===== src/inc/uinec_params.svh =====
// Offsets, field positions, reset values and counts of the IN endpoint control block
`ifndef UINEC_PARAMS_SVH
`define UINEC_PARAMS_SVH

// ****************************************
// Register indices and byte addresses
// ****************************************
`define UINEC_IDX_CTRL_LOW   8'h11
`define UINEC_ADR_CONFIG     8'h48
`define UINEC_ADR_IRQ_STAT   8'h4c
`define UINEC_ADR_IRQ_EN     8'h50
`define UINEC_ADR_IRQ_CLR    8'h54

// ****************************************
// Control low byte fields and the ISO bit of the config register
// ****************************************
`define UINEC_B_PKT_READY    0
`define UINEC_B_FIFO_NE      1
`define UINEC_B_UNDERRUN     2
`define UINEC_B_FLUSH        3
`define UINEC_B_SEND_STALL   4
`define UINEC_B_STALL_SENT   5
`define UINEC_B_CLR_TOGGLE   6
`define UINEC_B_ISO          0

// ****************************************
// Interrupt status fields
// ****************************************
`define UINEC_NUM_IRQ        4
`define UINEC_IRQ_SENT       0
`define UINEC_IRQ_STALL      1
`define UINEC_IRQ_FLUSH      2
`define UINEC_IRQ_UNDERRUN   3

// ****************************************
// Reset values
// ****************************************
`define UINEC_CTRL_RST       8'h00
`define UINEC_IRQ_EN_RST     4'h0

`endif


===== src/inc/uinec_pkg.sv =====
// Types shared by the IN endpoint control block
package uinec_pkg;

  // ****************************************
  // Token handling state
  // ****************************************
  typedef enum logic [0:0] {
    UINEC_IDLE     = 1'b0,
    UINEC_WAIT_ACK = 1'b1
  } uinec_state_t;

  // ****************************************
  // Bus request as seen by the core
  // ****************************************
  typedef struct packed {
    logic        acc;
    logic        we;
    logic [7:0]  adr;
    logic [3:0]  sel;
    logic [31:0] wdat;
  } uinec_req_t;

  typedef struct packed {
    logic        ack;
    logic [31:0] dat;
  } uinec_wbs_t;

  // ****************************************
  // Handshake chosen for an IN token
  // ****************************************
  typedef struct packed {
    logic stall;
    logic data;
    logic zlp;
    logic nak;
  } uinec_resp_t;

  typedef struct packed {
    uinec_state_t st;
    logic         pkt_ready;
    logic         send_stall;
    logic         stall_sent;
    logic         underrun;
    logic         toggle;
    logic         iso;
    logic [3:0]   irq_stat;
    logic [3:0]   irq_en;
    uinec_resp_t  resp;
    logic         flush;
    logic         irq;
  } uinec_core_t;

endpackage : uinec_pkg


===== src/logic/uinec_top.sv =====
// IN endpoint control low byte: stall, flush, underrun, packet ready, toggle clear
// Summary of operation
// - Writing one to clear-toggle resets the IN data toggle to zero.
// - Clear-toggle holds nothing and always reads back zero.
// - Every STALL handshake sent sets the stall-sent flag.
// - Sending a STALL also flushes the endpoint FIFO.
// - Writing one to flush pulses the endpoint FIFO flush for one cycle; packet ready is left as it is.
// - With send-stall set and isochronous mode off, every IN gets STALL, each raising an interrupt.
// - On IN with packet ready, send data, clear ready, raise interrupt.
// - Isochronous IN without packet sends zero-length data and sets underrun.
//
// The Wishbone register port was chosen for this implementation.
`timescale 1ns/10ps
`include "uinec_params.svh"
module uinec_top
  import uinec_pkg::*;
(
  // Clock and reset
  input  wire logic        clk_sys_i,
  input  wire logic        rst_n_i,
  // Wishbone
  input  wire logic        wb_cyc_i,
  input  wire logic        wb_stb_i,
  input  wire logic        wb_we_i,
  input  wire logic [7:0]  wb_adr_i,
  input  wire logic [3:0]  wb_sel_i,
  input  wire logic [31:0] wb_dat_i,
  output logic      [31:0] wb_dat_o,
  output logic             wb_ack_o,
  // Token handler
  input  wire logic        in_token_i,
  input  wire logic        host_ack_i,
  output logic             tx_data_o,
  output logic             tx_zlp_o,
  output logic             tx_stall_o,
  output logic             tx_nak_o,
  output logic             data_toggle_o,
  // Endpoint FIFO
  input  wire logic        fifo_not_empty_i,
  output logic             fifo_flush_o,
  // Interrupt
  output logic             irq_o
);

  // ****************************************
  // Bus front end
  // ****************************************
  uinec_req_t  req;
  logic [31:0] rdata;

  uinec_wb_slave u_wb (
    .clk_sys_i (clk_sys_i),
    .rst_n_i   (rst_n_i),
    .wb_cyc_i  (wb_cyc_i),
    .wb_stb_i  (wb_stb_i),
    .wb_we_i   (wb_we_i),
    .wb_adr_i  (wb_adr_i),
    .wb_sel_i  (wb_sel_i),
    .wb_dat_i  (wb_dat_i),
    .wb_dat_o  (wb_dat_o),
    .wb_ack_o  (wb_ack_o),
    .rdata_i   (rdata),
    .req_o     (req)
  );

  localparam logic [7:0] ADR_CTRL = 8'(`UINEC_IDX_CTRL_LOW << 2);

  uinec_core_t q;
  uinec_core_t next_q;

  logic       wr;
  logic [7:0] wd;
  logic       wr_ctrl;
  logic       stall_cond;
  logic [3:0] ev;

  // Only lane 0 carries data; the upper lanes alone do not write
  assign wr         = req.acc & req.we & req.sel[0];
  assign wd         = req.wdat[7:0];
  assign wr_ctrl    = wr && (req.adr == ADR_CTRL);
  // Stall request is ignored in isochronous mode
  assign stall_cond = q.send_stall & ~q.iso;

  // ****************************************
  // Read back
  // ****************************************
  always_comb begin
    rdata = '0;
    unique case (req.adr)
      ADR_CTRL: begin
        rdata[`UINEC_B_PKT_READY]  = q.pkt_ready;
        rdata[`UINEC_B_FIFO_NE]    = fifo_not_empty_i;
        rdata[`UINEC_B_UNDERRUN]   = q.underrun;
        rdata[`UINEC_B_SEND_STALL] = q.send_stall;
        rdata[`UINEC_B_STALL_SENT] = q.stall_sent;
        rdata[`UINEC_B_CLR_TOGGLE] = 1'b0;
      end
      `UINEC_ADR_CONFIG:   rdata[`UINEC_B_ISO] = q.iso;
      `UINEC_ADR_IRQ_STAT: rdata[3:0] = q.irq_stat;
      `UINEC_ADR_IRQ_EN:   rdata[3:0] = q.irq_en;
      default:             rdata = '0;
    endcase
  end

  // ****************************************
  // Next state
  // ****************************************
  always_comb begin
    next_q       = q;
    next_q.resp  = '0;
    next_q.flush = 1'b0;
    ev           = '0;

    // Toggle follows the host ACK after a data packet
    unique case (q.st)
      UINEC_IDLE: begin
        next_q.st = UINEC_IDLE;
      end
      UINEC_WAIT_ACK: begin
        if (host_ack_i) begin
          next_q.toggle = ~q.toggle;
          next_q.st     = UINEC_IDLE;
        end else if (in_token_i) begin
          next_q.st = UINEC_IDLE;
        end
      end
    endcase

    // Token answer priority: stall, data, zero length, NAK
    if (in_token_i) begin
      if (stall_cond) begin
        next_q.resp.stall = 1'b1;
        next_q.flush      = 1'b1;
        ev[`UINEC_IRQ_STALL] = 1'b1;
      end else if (q.pkt_ready) begin
        next_q.resp.data = 1'b1;
        next_q.pkt_ready = 1'b0;
        ev[`UINEC_IRQ_SENT] = 1'b1;
        if (!q.iso) begin
          next_q.st = UINEC_WAIT_ACK;
        end
      end else if (q.iso) begin
        next_q.resp.zlp = 1'b1;
        ev[`UINEC_IRQ_UNDERRUN] = 1'b1;
      end else begin
        next_q.resp.nak = 1'b1;
        ev[`UINEC_IRQ_UNDERRUN] = 1'b1;
      end
    end

    // Software writes
    if (wr_ctrl) begin
      next_q.send_stall = wd[`UINEC_B_SEND_STALL];
      if (wd[`UINEC_B_PKT_READY]) begin
        next_q.pkt_ready = 1'b1;
      end
      // Zero clears the sticky flags; one leaves them
      if (!wd[`UINEC_B_STALL_SENT]) begin
        next_q.stall_sent = 1'b0;
      end
      if (!wd[`UINEC_B_UNDERRUN]) begin
        next_q.underrun = 1'b0;
      end
      if (wd[`UINEC_B_CLR_TOGGLE]) begin
        next_q.toggle = 1'b0;
      end
      if (wd[`UINEC_B_FLUSH]) begin
        next_q.flush = 1'b1;
        ev[`UINEC_IRQ_FLUSH] = fifo_not_empty_i;
      end
    end
    if (wr && req.adr == `UINEC_ADR_CONFIG) begin
      next_q.iso = wd[`UINEC_B_ISO];
    end
    if (wr && req.adr == `UINEC_ADR_IRQ_EN) begin
      next_q.irq_en = wd[3:0];
    end
    if (wr && req.adr == `UINEC_ADR_IRQ_CLR) begin
      next_q.irq_stat = q.irq_stat & ~wd[3:0];
    end

    // Hardware sets come last so they beat a clear in the same cycle
    if (next_q.resp.stall) begin
      next_q.stall_sent = 1'b1;
    end
    if (next_q.resp.zlp || next_q.resp.nak) begin
      next_q.underrun = 1'b1;
    end
    next_q.irq_stat = next_q.irq_stat | ev;
    next_q.irq      = |(next_q.irq_stat & next_q.irq_en);
  end

  always_ff @(posedge clk_sys_i or negedge rst_n_i) begin
    if (!rst_n_i) begin
      q        <= '0;
      q.irq_en <= `UINEC_IRQ_EN_RST;
    end else begin
      q <= next_q;
    end
  end

  // ****************************************
  // Outputs
  // ****************************************
  assign tx_data_o     = q.resp.data;
  assign tx_zlp_o      = q.resp.zlp;
  assign tx_stall_o    = q.resp.stall;
  assign tx_nak_o      = q.resp.nak;
  assign data_toggle_o = q.toggle;
  assign fifo_flush_o  = q.flush;
  assign irq_o         = q.irq;
endmodule : uinec_top


===== src/logic/uinec_wb_slave.sv =====
// Classic Wishbone slave front end with one wait state
`timescale 1ns/10ps
module uinec_wb_slave
  import uinec_pkg::*;
(
  // Clock and reset
  input  wire logic        clk_sys_i,
  input  wire logic        rst_n_i,
  // Wishbone
  input  wire logic        wb_cyc_i,
  input  wire logic        wb_stb_i,
  input  wire logic        wb_we_i,
  input  wire logic [7:0]  wb_adr_i,
  input  wire logic [3:0]  wb_sel_i,
  input  wire logic [31:0] wb_dat_i,
  output logic      [31:0] wb_dat_o,
  output logic             wb_ack_o,
  // Core side
  input  wire logic [31:0] rdata_i,
  output uinec_req_t       req_o
);

  uinec_wbs_t q;
  uinec_wbs_t next_q;

  // Commit on the edge where the master sees ack
  always_comb begin
    req_o.acc  = wb_cyc_i & wb_stb_i & q.ack;
    req_o.we   = wb_we_i;
    req_o.adr  = wb_adr_i;
    req_o.sel  = wb_sel_i;
    req_o.wdat = wb_dat_i;
  end

  always_comb begin
    next_q     = q;
    next_q.ack = wb_cyc_i & wb_stb_i & ~q.ack;
    if (wb_cyc_i && wb_stb_i && !q.ack) begin
      next_q.dat = rdata_i;
    end
  end

  always_ff @(posedge clk_sys_i or negedge rst_n_i) begin
    if (!rst_n_i) begin
      q <= '0;
    end else begin
      q <= next_q;
    end
  end

  assign wb_ack_o = q.ack;
  assign wb_dat_o = q.dat;

endmodule : uinec_wb_slave


===== config.mk =====
export PLATFORM = sky130hd
export DESIGN_NAME = uinec_top
export DESIGN_NICKNAME = d
export VERILOG_FILES = /design/src/inc/uinec_pkg.sv /design/src/logic/uinec_top.sv /design/src/logic/uinec_wb_slave.sv
export VERILOG_INCLUDE_DIRS = /design/src /design/src/inc
export SDC_FILE = /design/constraint.sdc
export NUM_CORES = 1
export LEC_CHECK = 0
export BUFFER_PORTS_ARGS = -buffer_cell sky130_fd_sc_hd__buf_2
export CORE_ASPECT_RATIO = 1.4
export CORE_MARGIN = 5
export CORE_UTILIZATION = 47
export DETAILED_ROUTE_END_ITERATION = 16
export PLACE_DENSITY = 0.88
export SYNTH_ARGS = -nofsm -noshare
export SYNTH_HDL_FRONTEND = slang
export SYNTH_HIERARCHICAL = 1
export SYNTH_SLANG_ARGS = --single-unit

===== constraint.sdc =====
create_clock -name clk_sys_i -period 1.64 [get_ports clk_sys_i]
set_clock_uncertainty 0.15 [all_clocks]
set_input_delay 0.082 -clock clk_sys_i [delete_from_list [all_inputs] [get_ports clk_sys_i]]
set_output_delay 0.082 -clock clk_sys_i [all_outputs]
set_load 0.1 [all_outputs]

After elaboration in Yosys (flattened, before gate mapping)
Index checks and enable logic that the tools add are counted.

Bits in registers: 29. Bits of input ports: 52. Output and inout port bits: 40. Logic and storage cells: 89.

Equality and inequality tests: 7. Mux-type cells: 38. Bitwise logic cells: 14. Reductions and logical operators: 13.

Operators by type and width (count): == test 8 x 7 -> 1 bit (second input constant) (5); two-way mux 1 bit (23); two-way mux 2 bit (6); two-way mux 5 bit (2); AND 4 bit (2); two-way mux 4 bit (2); AND 1 bit (6); logical AND 1 bit (6); case mux 2 bit (3 select lines) (1); inequality test 2 x 1 -> 1 bit (second input constant) (2); NOT 1 bit (4); NOT 4 bit (1); OR 4 bit (1); case mux 1 bit (2 select lines) (2); case mux 1 bit (4 select lines) (1); AND reduction 2 bit (2); nonzero test 2 bit (2); OR reduction 4 bit (1); two-way mux 3 bit (1); zero test 1 bit (1); logical OR 1 bit (1).

Depth between registers and ports, before layout
Depth in word-level cells: 10. Gate-level depth with buffers: 7. Mapped depth without buffers: 5.

Modules after synthesis
The synthesis kept the hierarchy.

Modules (own cells, without submodules): uinec_wb_slave (times used 1, cells each 116, area an instance 1696.6 µm², sequential area each 825.8 µm²); uinec_top (times used 1, cells each 108, area an instance 1109.8 µm², sequential area each 525.5 µm²).

Worst setup path before layout
No wires, ideal clock.

Kind: register to register. From: reg u_wb.q (netlist bit u_wb/wb_ack_o). To: reg q[12] in the netlist's numbering. Arrival time: 1.967 ns. Required time: 1.363 ns. Slack: -0.605 ns. Stages on the path, launching flop included: 6. Buffers on the path: 1. Period minus slack after synthesis: 2.245 ns. Path through: dfrtp_1 > and3_1 > and3_2 > clkbuf_8 > a41oi_1 > or2_2.

RTL lines: start, declared (RTL line uinec_wb_slave.sv:23) `uinec_wbs_t q;`; start signal, assigned (RTL line uinec_wb_slave.sv:47) `q <= next_q;`; end signal, assigned (RTL line uinec_top.sv:198) `q <= next_q;`; end, declared (RTL line uinec_top.sv:68) `uinec_core_t q;`.

==> out/qor.yml <==
run_status:
  status: "finished, violations left"
  violations: "negative setup slack"
pwr:
  pwr_density_cell_mw_per_mm2: 1100
  fin_total_pwr_mw: 3.79
  leakage_nw: 1.81
  ir_drop_mv: 0.815
place:
  io_buffer_count: 63
  dpl_worst_slack_ps: -120
  finalWeightedCongestion: 0.861
  place_hpwl_um: 4160
yosys:
  yosysWarnings: 6
  synth_area_mm2: 0.00260
  synthCells: 196
  syn_area_per_cell_um2: 13.2
sta:
  fmax_mhz: 597
  period_minus_slack_ps: 1680
  hold_viol: 0
  worst-slew-pin-transition_ps: 509
  hold_slack_ps: 88.3
  max-slew-margin-rel: 0.657
  worst_slack_ps: -36.4
  setup_viol: 1
  period_share: 1.02
  grt_setup_unrepaired: "true"
  slew_violations: 0
grt:
  grt_max_degree: 55
  grt_use_met1: 0.194
  gr-usage-met2: 0.303
  grt_busiest_layer: "met2"
  use_met3: 0.0340
  grt.total_usage: 0.174
  grt_pass1_wl_um: 9690
  grt_pass1_vias: 1971
  grt-ovfl-total: 0
  antenna_found_initial: 0
critical_path:
  crit_arrival_ps: 1700
  cp_slowest_cell: "dfrtp_4"
  reg2reg_slack_ps: -40
  critPathKind: "reg2reg"
  cp.required_ps: 1670
  cp_top_family: "simple AND/OR/NAND/NOR gates"
  crit_fanout: 5
  cpMostUsedCell: "and3_4"
  timing.rr.end: "irq_o"
  crit_buf_inv: 0
  max_stage_delay_ps: 420
  crit_path_end_kind: "flop"
  critPathLaunchType: "flop"
  worstPathCellList: "and3_4 -> and3_4 -> a41oi_1 -> o2bb2ai_1 -> nand4_1"
  r2r-start: "u_wb/wb_ack_o"
  r2r_cells: 5
die:
  die_w_um: 72.8
  num_rows: 32
  dieHeight_um: 97.9
  ios: 92
  start_util: 0.477
  design.die.area_mm2: 0.00713
  core_area_mm2: 0.00545
min_path:
  hold_depth: 4
  hold_end: "q[9]"
  hold_start: "wb_we_i"
  hp-class: "in2reg"
route:
  drcViolationCount: 0
  routedWlPerCell_um: 16.4
  firstDrtPassIters: 4
  drt-total-wl_um: 6100
  via_per_inst: 5.14
  drtIter0Drc: 105
  ant_nets: 0
  vias: 1907
finish:
  diodes: 0
  final_cell_mix: "63 x buf_2, 53 x dfrtp_1, 29 x mux2_4"
  nFillCells: 421
  register_area_mm2: 0.00136
  areaGrowthSynthToFinish_pct: 32.0
  drive_above_1_share: 0.508
  multi_input_comb_area_mm2: 0.00123
  final_util: 0.630
  nets: 354
  layout_commonest_cell: "buf_2"
clock_tree:
  clk_pin_slew_ps: 90
  clk-insertion-delay-late_ps: 300
  root_buffer: "clkbuf_8"
  cts_buffers: 5
  h-tree-depth: 2
  clk_path_buf_depth: 2
  clkSinkCount: 54
  cts_tree: "built"
run:
  max-cap-violations: 0
## per-layer routing
metal / up-vias / part of all wire
li1: 873 / -
met1: 934 / 0.38
met2: 81 / 0.53
met3: 19 / 0.054
met4: 0 / 0.038
met5: - / 0
## worst max-delay path by stage
stage                             start     to  slack (ps)  depth (start not counted)
after global placement      wb_adr_i[2]  irq_o        -120                          5
after global routing      u_wb/wb_ack_o  irq_o         -70                          5
after CTS                 u_wb/wb_ack_o  irq_o          -3                          6
after detailed placement    wb_adr_i[2]  irq_o        -120                          5
final                     u_wb/wb_ack_o  irq_o         -40                          5
after floorplan           u_wb/wb_ack_o  q[18]        -200                          5
## power by group
part	switching, mW	leakage (nW)	internal [mW]	total, mW
Sequential	0.0645	0.664	1.45	1.51
Clock	0.434	0.0579	0.450	0.884
Combinational	1.08	1.08	0.310	1.39
Total	1.58	1.81	2.21	3.79
## area by class of cell
class | instances | share of cell area
flip-flops and latches | 54 | 0.395
clock buffers | 5 | 0.0201
inverters | 6 | 0.00657
repair buffers | 97 | 0.183
clock inverters | 3 | 0.0117
multi-input cells | 138 | 0.359
well taps | 68 | 0.0248
## metrics by stage
step                TNS (ps)  cell area (um^2)  instances
finish                 -36.4              3430        371
detailed placement      -166              3110        350
global placement        -132              3110        350
floorplan              -1460              2710        221
global route           -66.1              3430        371
CTS                    -2.74              3370        370
## repair_timing
| item | CTS | global route |
|---|---|---|
| endpoints found under the hold margin | 69 | 0 |
| gates resized for setup | 7 | 8 |
| setup endpoints to repair | 3 | 5 |
| buffers inserted | 1 | 0 |
| gates cloned | 0 | 1 |
| pin swaps | 3 | 5 |
| hold buffers | 11 | 0 |
## registers in the layout, summed over array words and instances (netlist names)
name           flops
data_toggle_o      1
irq_o              1
tx_zlp_o           1
u_wb/wb_dat_o     32
tx_stall_o         1
q                 14
fifo_flush_o       1
u_wb/wb_ack_o      1
tx_nak_o           1
tx_data_o          1
## tightest hold or removal path, stage by stage
cell	delay, ps
buf_2	140
nand3_4	120
o31ai_2	90
nand2_1	80
No activity file was read; power rests on OpenSTA's default activity.
